`src/rpcf_pkg.sv`:
```
// Shared types and constants of the receive phase compensation FIFO
package rpcf_pkg;

	localparam int DATA_W = 16;
	localparam int STAT_W = 4;
	localparam int FIFO_AW = 3;
	localparam logic [FIFO_AW:0] START_LVL = 4'h2;
	localparam logic [FIFO_AW:0] CNT_RST = 4'h0;
	localparam logic TOG_RST = 1'b0;
	localparam logic FLAG_RST = 1'b0;

	// Write clock source of the channel
	typedef enum logic [1:0] {
		RPCF_NB_RM,
		RPCF_NB_NORM,
		RPCF_BOND_X4,
		RPCF_BOND_X8
	} rpcf_wsrc_t;

	typedef struct packed {
		logic [DATA_W-1:0] data;
		logic [STAT_W-1:0] status;
	} rpcf_word_t;

	localparam rpcf_word_t WORD_RST = '0;

endpackage

```
`src/rpcf_fifo.sv`:
```
// Storage and pointers of the phase compensation FIFO
`timescale 1ns/1ps
module rpcf_fifo #(
	parameter int AW = rpcf_pkg::FIFO_AW
) (
	// Clock and reset
	input wire logic i_ref_clk,
	input wire logic i_rst_n,
	// Write side
	input wire logic i_push,
	input wire rpcf_pkg::rpcf_word_t i_wdata,
	// Read side
	input wire logic i_pop,
	output rpcf_pkg::rpcf_word_t o_rdata,
	// Status
	output logic [AW:0] o_count,
	output logic o_full,
	output logic o_empty
);
	import rpcf_pkg::*;

	rpcf_word_t mem [2**AW];
	logic [AW:0] wptr_q;
	logic [AW:0] rptr_q;

	assign o_count = wptr_q - rptr_q;
	assign o_full = (o_count == (AW+1)'(2**AW));
	assign o_empty = (wptr_q == rptr_q);
	assign o_rdata = mem[rptr_q[AW-1:0]];

	always_ff @(posedge i_ref_clk) begin
		if (i_push) begin
			mem[wptr_q[AW-1:0]] <= i_wdata;
		end
	end

	always_ff @(posedge i_ref_clk or negedge i_rst_n) begin
		if (!i_rst_n) begin
			wptr_q <= '0;
			rptr_q <= '0;
		end else begin
			if (i_push) begin
				wptr_q <= wptr_q + 1'b1;
			end
			if (i_pop) begin
				rptr_q <= rptr_q + 1'b1;
			end
		end
	end

endmodule // rpcf_fifo

```
`src/rpcf_rx_fifo_top.sv`:
```
// Receive phase compensation FIFO with selectable write and read clocks
// Overview of operation
// - With the user read port enabled, its enable pulse times every read.
// - Any rate mismatch overflows or underruns the FIFO; flags report it.
// - Non-bonded with rate matcher writes on the transmit parallel clock.
// - Non-bonded without rate matcher writes on recovered parallel clock.
// - Four-lane bonded writes on the local bonded core clock.
// - Eight-lane bonded writes on the master block's bonded core clock.
// - Byte deserializer halves the selected write clock.
// - Without the user port the read clock follows the write clock.
`timescale 1ns/1ps
module rpcf_rx_fifo_top #(
	parameter int AW = rpcf_pkg::FIFO_AW
) (
	// Clock and reset
	input wire logic i_ref_clk,
	input wire logic i_rst_n,
	// Configuration
	input wire rpcf_pkg::rpcf_wsrc_t i_wsrc,
	input wire logic i_byte_deser,
	input wire logic i_user_rd_port,
	// Write clock enables from the transceiver side
	input wire logic i_tx_par_en,
	input wire logic i_rx_rec_en,
	input wire logic i_core_en,
	input wire logic i_master_core_en,
	// Receive word from the PCS
	input wire rpcf_pkg::rpcf_word_t i_rx_word,
	// User read clock enable
	input wire logic i_user_rd_en,
	// Error flag clear
	input wire logic i_err_clr,
	// Fabric side
	output rpcf_pkg::rpcf_word_t o_rx_word,
	output logic o_rx_valid,
	output logic o_overflow,
	output logic o_underrun,
	output logic [AW:0] o_fill
);
	import rpcf_pkg::*;

	logic wr_base_en;
	logic wr_en;
	logic rd_clk_en;
	logic push;
	logic pop;
	logic ovf_evt;
	logic unr_evt;
	logic full;
	logic empty;
	logic [AW:0] count;
	rpcf_word_t rdata;
	logic tog_q;
	logic tog_d;
	logic started_q;
	rpcf_word_t word_q;
	logic valid_q;
	logic ovf_q;
	logic ovf_d;
	logic unr_q;
	logic unr_d;
	logic [AW:0] fill_q;

	////////////////////////////////////////////////////////////////////////
	// Write clock selection
	assign wr_base_en = (i_wsrc == RPCF_NB_RM) ? i_tx_par_en :
		(i_wsrc == RPCF_NB_NORM) ? i_rx_rec_en :
		(i_wsrc == RPCF_BOND_X4) ? i_core_en :
		i_master_core_en;
	assign tog_d = wr_base_en ? ~tog_q : tog_q;
	assign wr_en = i_byte_deser ? (wr_base_en & tog_q) : wr_base_en;

	////////////////////////////////////////////////////////////////////////
	// Read clock selection and FIFO control
	assign rd_clk_en = i_user_rd_port ? i_user_rd_en : wr_en;
	assign push = wr_en & ~full;
	assign pop = rd_clk_en & started_q & ~empty;
	assign ovf_evt = wr_en & full;
	assign unr_evt = rd_clk_en & started_q & empty;
	// Set wins over clear
	assign ovf_d = ovf_evt | (ovf_q & ~i_err_clr);
	assign unr_d = unr_evt | (unr_q & ~i_err_clr);

	rpcf_fifo #(
		.AW(AW)
	) u_fifo (
		.i_ref_clk(i_ref_clk),
		.i_rst_n(i_rst_n),
		.i_push(push),
		.i_wdata(i_rx_word),
		.i_pop(pop),
		.o_rdata(rdata),
		.o_count(count),
		.o_full(full),
		.o_empty(empty)
	);

	always_ff @(posedge i_ref_clk or negedge i_rst_n) begin
		if (!i_rst_n) begin
			tog_q <= TOG_RST;
			started_q <= FLAG_RST;
		end else begin
			tog_q <= tog_d;
			// Hold reads off until the FIFO is primed
			if (count >= START_LVL) begin
				started_q <= 1'b1;
			end
		end
	end

	////////////////////////////////////////////////////////////////////////
	// Registered outputs
	always_ff @(posedge i_ref_clk or negedge i_rst_n) begin
		if (!i_rst_n) begin
			word_q <= WORD_RST;
			valid_q <= FLAG_RST;
			ovf_q <= FLAG_RST;
			unr_q <= FLAG_RST;
			fill_q <= CNT_RST;
		end else begin
			if (pop) begin
				word_q <= rdata;
			end
			valid_q <= pop;
			ovf_q <= ovf_d;
			unr_q <= unr_d;
			fill_q <= count;
		end
	end

	assign o_rx_word = word_q;
	assign o_rx_valid = valid_q;
	assign o_overflow = ovf_q;
	assign o_underrun = unr_q;
	assign o_fill = fill_q;
endmodule // rpcf_rx_fifo_top

```
`config.mk`:
```
export PLATFORM = sky130hd
export DESIGN_NAME = rpcf_rx_fifo_top
export DESIGN_NICKNAME = d
export VERILOG_FILES = /design/src/rpcf_pkg.sv /design/src/rpcf_fifo.sv /design/src/rpcf_rx_fifo_top.sv
export SDC_FILE = /design/constraint.sdc
export NUM_CORES = 1
export LEC_CHECK = 0
export BUFFER_PORTS_ARGS = -buffer_cell sky130_fd_sc_hd__buf_2
export CORE_MARGIN = 5
export CORE_UTILIZATION = 59
export CTS_CLUSTER_SIZE = 14
export DETAILED_ROUTE_END_ITERATION = 16
export GPL_TIMING_DRIVEN = 0
export MAX_ROUTING_LAYER = met4
export PLACE_DENSITY = 0.88
export SYNTH_ARGS = -nofsm -noshare
export SYNTH_HDL_FRONTEND = slang
export SYNTH_SLANG_ARGS = --single-unit
export TNS_END_PERCENT = 1
```
`constraint.sdc`:
```
create_clock -name i_ref_clk -period 6.1 [get_ports i_ref_clk]
set_clock_uncertainty 0.2 [all_clocks]
set_input_delay 0.61 -clock i_ref_clk [delete_from_list [all_inputs] [get_ports i_ref_clk]]
set_output_delay 0.61 -clock i_ref_clk [all_outputs]
set_load 0.005 [all_outputs]
```
==> results of run 1 <==
-- report_power, final --
| part | switching, mW | internal [mW] |
|---|---|---|
| clock network | 0.499 | 0.574 |
| registers | 0.121 | 1.73 |
| logic | 0.943 | 0.740 |
-- critical path, cell delays in order, from the launching register on --
cell and delay [ps]:
dfrtp_1 430, clkbuf_1 360, clkbuf_1 590, inv_1 110, ha_1 360, nand3b_1 130
nand3_1 210, and3_1 240, buf_2 210, nor3_2 800, buf_6 260
-- cell usage in the layout, fill, tap and decap left out, types with 2 or more instances in the layout --
cell type | Yosys | final
clkinv_1 | 0 | 2
nor4_2 | 0 | 6
a21oi_1 | 8 | 8
o211ai_1 | 2 | 2
nand4_1 | 3 | 3
nor3_1 | 4 | 3
clkbuf_1 | 14 | 14
nand2b_1 | 3 | 3
mux2_4 | 18 | 18
inv_6 | 0 | 4
edfxtp_1 | 160 | 160
nor2_1 | 2 | 2
mux2_2 | 3 | 3
ha_1 | 5 | 5
xor2_1 | 5 | 5
and3_1 | 2 | 2
buf_2 | 5 | 63
inv_1 | 11 | 11
buf_4 | 0 | 19
nand2_1 | 68 | 68
inv_8 | 0 | 2
nand3_1 | 3 | 3
o21ai_0 | 2 | 2
clkbuf_16 | 0 | 17
and2_1 | 2 | 2
clkinv_4 | 0 | 5
mux4_2 | 41 | 41
buf_6 | 2 | 6
dfrtp_1 | 37 | 37
-- routing by layer --
layer	GRT usage	vias up
met5	-	-
met4	0.09694	0
met3	0.05714	55
met2	0.3932	346
met1	0.3305	2285
li1	-	1853
-- state kept, by name, indices dropped and copies added (netlist names), 4 cells and up --
name	cells
o_rx_word	20
o_fill	4
u_fifo.rptr_q	4
u_fifo.mem	160
u_fifo.wptr_q	4
-- stage by stage --
stage | worst slack, ps | hold slack, ps | instance area, µm² | TNS [ps]
after detailed placement | 2090 | 257.2 | 8579 | 0
after global routing | 1727 | 180.9 | 9154 | 0
final | 1887 | 111.9 | 9154 | 0
after global placement | -917.0 | 249.0 | 8343 | -96750
after floorplan | 1315 | 114.4 | 7833 | 0
after CTS | 1968 | 145.7 | 9151 | 0
-- worst max path at each step --
stage	end	slack (ps)	start
after detailed placement	u_fifo.mem[4][17]$_DFFE_PP_	2090	u_fifo.rptr_q[1]$_DFFE_PN0P_
after global placement	u_fifo.mem[0][6]$_DFFE_PP_	-920	u_fifo.rptr_q[1]$_DFFE_PN0P_
after floorplan	u_fifo.mem[0][0]$_DFFE_PP_	1320	u_fifo.rptr_q[1]$_DFFE_PN0P_
after CTS	u_fifo.mem[4][13]$_DFFE_PP_	1970	u_fifo.rptr_q[1]$_DFFE_PN0P_
after global routing	u_fifo.mem[5][7]$_DFFE_PP_	1730	u_fifo.rptr_q[1]$_DFFE_PN0P_
final	u_fifo.mem[4][18]$_DFFE_PP_	1890	u_fifo.rptr_q[1]$_DFFE_PN0P_
-- logic make-up after synthesis --
| group | Yosys count | share of synthesized area |
|---|---|---|
| AND/OR/NAND/NOR | 100 | 0.05751 |
| multiplexers | 62 | 0.1567 |
| XOR/XNOR | 6 | 0.006709 |
| buffers and inverters | 32 | 0.01805 |
| adder cells (fa/ha/maj) | 6 | 0.01054 |
| flip-flops | 197 | 0.7316 |
| AO/OA/AOI/OAI | 21 | 0.01885 |
-- synth_stat cells, types with 3 or more instances --
master / count / area share
ha_1: 5 / 0.0080
clkbuf_1: 14 / 0.0067
edfxtp_1: 160 / 0.61
xor2_1: 5 / 0.0056
dfrtp_1: 37 / 0.12
a21oi_1: 8 / 0.0051
nand2_1: 68 / 0.033
nor3_1: 4 / 0.0026
nand4_1: 3 / 0.0024
inv_1: 11 / 0.0053
nand2b_1: 3 / 0.0024
nand3_1: 3 / 0.0019
mux4_2: 41 / 0.12
nor4_1: 6 / 0.0048
mux2_2: 3 / 0.0043
buf_2: 5 / 0.0032
mux2_4: 18 / 0.035
-- area by class of cell --
class	count	area (µm²)
antenna	1	2.502
buffer	21	100.1
clock buffer	17	425.4
clock inverter	15	146.4
fill	759	3984
inverter	11	41.29
multi-input combinational	195	2009
sequential	197	5731
tap	176	220.2
timing repair buffer	81	478.0
==> qor.yml, run 1 <==
ys.flop_type: "edfxtp_1"
cp.arrival_ps: 4150
post-route-util: 0.6968
gp_congestion: 0.8613
worst-setup-path-type: "flip-flop to flip-flop"
clock_path_buffers: 2
finalNonFillerCells: 714
clkSinkCount: 197
maxSlewViolCount: 0
status: "finished, final reports clean"
nNetsFinal: 562
slew_headroom: 0.3740
ios: 59
vdd_drop_max_mv: 0.3194
reg2reg_from: "u_fifo.rptr_q[1]$_DFFE_PN0P_"
grt_pass1_vias: 4736
cts_tree: "yes"
drc: 0
post-route-min-period_ps: 4213
max_freq_mhz: 237.4
clk_pin_slew_ps: 70
hpwl_um: 11390
required_ps: 6040
syn_nets: 462
vias_per_cell: 6.357
holdBufCountCts: 0
synth_cell_types: 41
insertion_delay_ps: 430
grt_max_degree: 38
synth-seq-cells: 197
wirelength_um: 18300
wl_met3_um: 1699
tightest_slew_ps: 934.0
r2r_cells: 10
finalCritPeriodShare: 0.6906
rsz0062_at_grt: "no"
crit_path_max_fanout: 10
cts-buffers-inserted: 17
r2r_slack_ps: 1890
syn_inst: 424
syn_avg_cell_area_um2: 18.47
min_path_type: "input pin to async pin"
dieArea_um2: 15680
top_layer: "met4"
ys_warn_count: 0
power.leakage_nw: 3.403
portBuffers: 58
p_per_area_nw_per_um2: 503.0
dr.first_iter.drc_count: 626
die_h_um: 125.2
synth-seq-area-share: 0.7316
vias: 4539
cp-end-kind: "flip-flop"
routedWlPerCell_um: 25.63
ant_nets: 0
antenna_found_initial: 1
worst_setup_path_start_kind: "flip-flop"
post-cts-setup-buffers: 0
cts_root_buffer: "clkbuf_16"
setup_violations: 0
grtUsageTotal: 0.2525
final_hold_viol_count: 0
drv_cap: 0
drive_above_1_share: 0.3538
wl_met1_um: 6769
async_flop_share: 0.1878
dp_cells: 681
initial_core_util: 0.5962
grt-ovfl-total: 0
wl_met2_um: 9203
rows: 42
rr_endpoint: "u_fifo.mem[4][18]$_DFFE_PP_"
drt_first_pass_iters: 5
syn_to_final_growth_pct: 16.87
htree_levels: 4
grt_pass1_wl_um: 28390
power_mw: 4.604
ctsResizeCount: 0
synth-edff-count: 160
syn_area_um2: 7833
core-area_um2: 13140
die_w_um: 125.2
(Power assumes the default switching activity.)
==> run 2: changes to the inputs <==
ABC_AREA = 1   (was unset)
CORE_UTILIZATION = 54   (was 59)
PLACE_DENSITY = 0.85   (was 0.88)
clock period = 3.6 ns   (was 6.1 ns; I/O delays follow)
==> qor.yml, run 2 <==
syn_avg_cell_area_um2: 9.709
cp_common_cell: "nand3_1"
clock_path_buffers: 2
final_hold_viol_count: 0
ios: 59
synth_common_cells: "nand2_1 (333), inv_1 (178), edfxtp_1 (160)"
setup_violations: 0
slowest_delay_ps: 450
htree_levels: 4
portBuffers: 58
clk_pin_slew_ps: 70
ys_warn_count: 0
p_seq_frac: 0.378
grt_pass1_vias: 6253
finalCritPeriodShare: 0.9629
grtUsageTotal: 0.2453
required_ps: 3530
ys.flop_type: "edfxtp_1"
cts-buffers-inserted: 17
finalNonFillerCells: 1230
cts_tree: "yes"
maxSlewViolCount: 0
drc: 0
grt_max_degree: 38
critPathBufInv: 4
rsz0062_at_grt: "yes"
syn_nets: 940
initial_core_util: 0.5513
slew_headroom: 0.3954
insertion_delay_ps: 440
synth_top_area_cell: "edfxtp_1"
synth-seq-area-share: 0.6544
routedWlPerCell_um: 17.58
crit_path_max_fanout: 15
power.leakage_nw: 4.853
gp_congestion: 0.9054
status: "finished, final reports clean"
largest_register_ffs: 160
die_h_um: 137.3
cp-end-kind: "flip-flop"
min_path_type: "input pin to flip-flop"
synth_cell_types: 27
dr.first_iter.drc_count: 1104
vias: 6617
crit_family: "simple AND/OR/NAND/NOR gates"
drv_cap: 0
syn_inst: 902
hpwl_um: 13420
synth-edff-count: 160
multi_input_area_um2: 2217
vias_per_cell: 5.380
async_flop_share: 0.1878
ant_nets: 0
layout_commonest_cell: "nand2_1"
final_cell_mix: "nand2_1 (333), inv_1 (178), edfxtp_1 (160)"
syn_area_um2: 8757
yosysMostFrequentCell: "nand2_1"
cp.arrival_ps: 3400
post-route-min-period_ps: 3466
vdd_drop_max_mv: 0.4774
clkPwrFrac: 0.227
p_int_mw: 5.044
fill_cells: 1150
clkSinkCount: 197
cts_root_buffer: "clkbuf_16"
layout_setup_ws_ps: 133.6
regArea_um2: 5731
synth-seq-cells: 197
worst-setup-path-type: "flip-flop to flip-flop"
p_switching_mw: 3.213
yosys.area.top_type_share: 0.5486
antenna_found_initial: 1
worst_setup_path_start_kind: "flip-flop"
die_w_um: 137.3
core-area_um2: 15890
syn_to_final_growth_pct: 16.73
drive_above_1_share: 0.1283
path_cells: "clkbuf_1 > inv_1 > clkbuf_2 > ha_1 > a21oi_1 > nand3_1 > nand3_2 > nand3_1 > nor2_2 > buf_8"
wirelength_um: 21620
dp_slack_ps: -86.88
grt-ovfl-total: 0
max_freq_mhz: 288.5
tightest_slew_ps: 907.0
switching_share: 0.3891
rows: 46
p_per_area_nw_per_um2: 807.7
drt_first_pass_iters: 5
dp_cells: 1184
synth.area.top_cells: "edfxtp_1 (55%), nand2_1 (14%), dfrtp_1 (11%)"
nNetsFinal: 1038
p_comb_frac: 0.395
grt_pass1_wl_um: 32950
dieArea_um2: 18860
slowest_stage: "ha_1"
run 2: path summary, 6_finish.rpt:
check	startpoint	to	slack, ps	depth (start not counted)
setup / recovery	u_fifo.rptr_q[2]$_DFFE_PN0P_	u_fifo.mem[2][8]$_DFFE_PP_	130	10
hold / removal	i_rx_word[12]	u_fifo.mem[3][12]$_DFFE_PP_	5	1
setup reg to reg	u_fifo.rptr_q[2]$_DFFE_PN0P_	u_fifo.mem[2][8]$_DFFE_PP_	130	10
hold reg to reg	o_rx_word[8]$_DFFE_PN0P_	o_rx_word[8]$_DFFE_PN0P_	280	2
max in group asynchronous	i_rst_n	o_rx_word[17]$_DFFE_PN0P_	2240	2
min in group asynchronous	i_rst_n	o_rx_valid$_DFF_PN0_	390	2
run 2: stage by stage:
step | power, mW | TNS [ps] | hold slack (ps) | instance area [µm²] | util
2_1_floorplan | 5.141 | 0 | -135.6 | 8757 | -
3_3_place_gp | 6.029 | -124240 | 258.8 | 9318 | 0.5866
3_5_place_dp | 6.228 | -991.5 | 261.7 | 9470 | 0.5962
4_1_cts | 8.130 | -66.41 | 1.168 | 10180 | 0.6408
5_1_grt | 8.722 | -584.2 | 7.668 | 10220 | 0.6435
6_report | 8.257 | 0 | 5.168 | 10220 | 0.6435
run 2: final cells by class:
type	count	share of cell area
well taps	216	0.02644
clock buffers	22	0.04345
flip-flops and latches	197	0.5606
multi-input cells	486	0.2169
clock inverters	10	0.01310
diodes	1	0.0002448
repair buffers	79	0.05508
inverters	179	0.06573
plain buffers	40	0.01848
run 2: logic make-up after synthesis:
family          after synthesis  synth area share
simple gates                470            0.2282
flops                       197            0.6544
buf+inv                     219           0.09816
fa+ha+maj                     6          0.009430
compound gates                3          0.002000
xor+xnor                      7          0.007859
run 2: what timing repair did:
item / CTS / global route
endpoints found under the setup margin: 32 / 134
endpoints found under the hold margin: 119 / 0
gates resized for setup: 2 / 6
pin swaps: 0 / 1
setup buffers: 0 / 1
hold buffers: 12 / 0
run 2: layer usage:
layer	share of wire	up-vias	GRT usage	wire length [µm]
li1	-	3028	-	-
met1	0.37	3063	0.3054	7992
met2	0.49	456	0.3926	10530
met3	0.11	70	0.05844	2442
met4	0.030	0	0.09479	656
met5	0	-	-	0
run 2: power by group through the flow:
stage                     combinational (mW)  sequential, mW  clock (mW)
final                                   3.26            3.12        1.87
after global routing                    3.60            3.15        1.97
after CTS                               3.15            3.11        1.87
after detailed placement                3.07            3.16           0
after global placement                  2.88            3.15           0
after floorplan                         1.99            3.15           0
==> run 3: changes to the inputs <==
CTS_BUF_LIST = sky130_fd_sc_hd__clkbuf_16   (was unset)
==> qor.yml, run 3 (synthesis gave the netlist of run 2 again) <==
die_w_um: 137.3
syn_to_final_growth_pct: 16.73
place_area_um2: 9470
post-route-min-period_ps: 3451
cts_root_buffer: "clkbuf_16"
routedWlPerCell_um: 17.58
drv_cap: 0
layout_commonest_cell: "nand2_1"
vias_per_cell: 5.389
insertion_delay_ps: 440
dieArea_um2: 18860
clk_pin_slew_ps: 70
vias: 6628
wirelength_um: 21630
hpwl_um: 13420
grt_max_degree: 38
crit_path_max_fanout: 15
multi_input_area_um2: 2217
final_cell_mix: "nand2_1 (333), inv_1 (183), edfxtp_1 (160)"
antenna_found_initial: 1
grt_pass1_wl_um: 32920
maxSlewViolCount: 0
status: "finished, final reports clean"
r2r_slack_ps: 150
finish.instance_area_um2: 10220
grt-ovfl-total: 0
dr.first_iter.drc_count: 1041
regArea_um2: 5731
grtUsageTotal: 0.2452
cts-buffers-inserted: 17
min_path_type: "input pin to flip-flop"
cts_tree: "yes"
ios: 59
drt_first_pass_iters: 6
clkSinkCount: 197
power_mw: 8.243
cp.arrival_ps: 3380
worst-setup-path-type: "flip-flop to flip-flop"
nNetsFinal: 1038
power.leakage_nw: 4.874
gp_congestion: 0.9054
cp-end-kind: "flip-flop"
core-area_um2: 15890
vdd_drop_max_mv: 0.4776
tightest_slew_ps: 914.0
rsz0062_at_grt: "yes"
p_per_area_nw_per_um2: 806.4
drive_above_1_share: 0.1283
setup_violations: 0
die_h_um: 137.3
clock_path_buffers: 2
ant_nets: 0
htree_levels: 4
drc: 0
largest_register_ffs: 160
finalCritPeriodShare: 0.9586
rows: 46
required_ps: 3530
grt_pass1_vias: 6255
slew_headroom: 0.3907
final_hold_viol_count: 0
max_freq_mhz: 289.8
fill_cells: 1150
portBuffers: 58
initial_core_util: 0.5513
worst_setup_path_start_kind: "flip-flop"
[run 3: per-layer routing]
layer | part of all wire | GRT usage | routed length [µm] | vias to the layer above
met5 | 0 | - | 0 | -
met4 | 0.035 | 0.09479 | 764 | 0
met3 | 0.12 | 0.05844 | 2605 | 80
met2 | 0.48 | 0.3921 | 10380 | 462
met1 | 0.36 | 0.3056 | 7878 | 3056
li1 | - | - | - | 3030
[run 3: critical path, stage by stage, from the launching register on]
cell,delay (ps)
dfrtp_1,330
clkbuf_1,250
inv_1,120
clkbuf_2,270
ha_1,450
a21oi_1,210
nand3_1,140
nand3_2,160
nand3_1,280
nor2_2,450
buf_8,250
[run 3: final timing paths]
check,to,from,cells past startpoint
worst max-delay path,u_fifo.mem[2][8]$_DFFE_PP_,u_fifo.rptr_q[2]$_DFFE_PN0P_,10
worst min-delay path,u_fifo.mem[3][13]$_DFFE_PP_,i_rx_word[13],1
worst max register to register,u_fifo.mem[2][8]$_DFFE_PP_,u_fifo.rptr_q[2]$_DFFE_PN0P_,10
worst min register to register,o_rx_word[8]$_DFFE_PN0P_,o_rx_word[8]$_DFFE_PN0P_,2
max in group asynchronous,o_rx_word[16]$_DFFE_PN0P_,i_rst_n,2
min in group asynchronous,o_rx_valid$_DFF_PN0_,i_rst_n,2
[run 3: what timing repair did]
action,4_1_cts,5_1_grt
setup endpoints to repair,32,134
endpoints found under the hold margin,119,0
buffers inserted,0,1
resized for setup,2,6
hold buffers,12,0
pin swaps,0,1
[run 3: power breakdown]
part / internal [mW] / total [mW] / leakage, nW / switching [mW]
clock: 1.07 / 1.86 / 0.290 / 0.785
combinational: 1.02 / 3.27 / 2.68 / 2.25
sequential: 2.94 / 3.12 / 1.90 / 0.181
total: 5.03 / 8.24 / 4.87 / 3.21
[run 3: cell type report]
class / count / area share
clock inverters: 15 / 0.01493
diodes: 1 / 0.0002448
inverters: 179 / 0.06573
flip-flops and latches: 197 / 0.5606
plain buffers: 40 / 0.01848
repair buffers: 79 / 0.05508
multi-input cells: 486 / 0.2169
clock buffers: 17 / 0.04162
well taps: 216 / 0.02644
[run 3: through the flow]
step / std cells / hold slack [ps] / utilization / worst slack (ps) / setup TNS (ps)
finish: 1230 / 1.567 / 0.6435 / 148.9 / 0
global route: 1230 / 7.381 / 0.6435 / -45.52 / -594.3
CTS: 1228 / 1.021 / 0.6408 / -12.54 / -64.93
detailed placement: 1184 / 261.7 / 0.5962 / -86.88 / -991.5
global placement: 1176 / 258.8 / 0.5866 / -831.3 / -124240
floorplan: 902 / -135.6 / - / 394.1 / 0
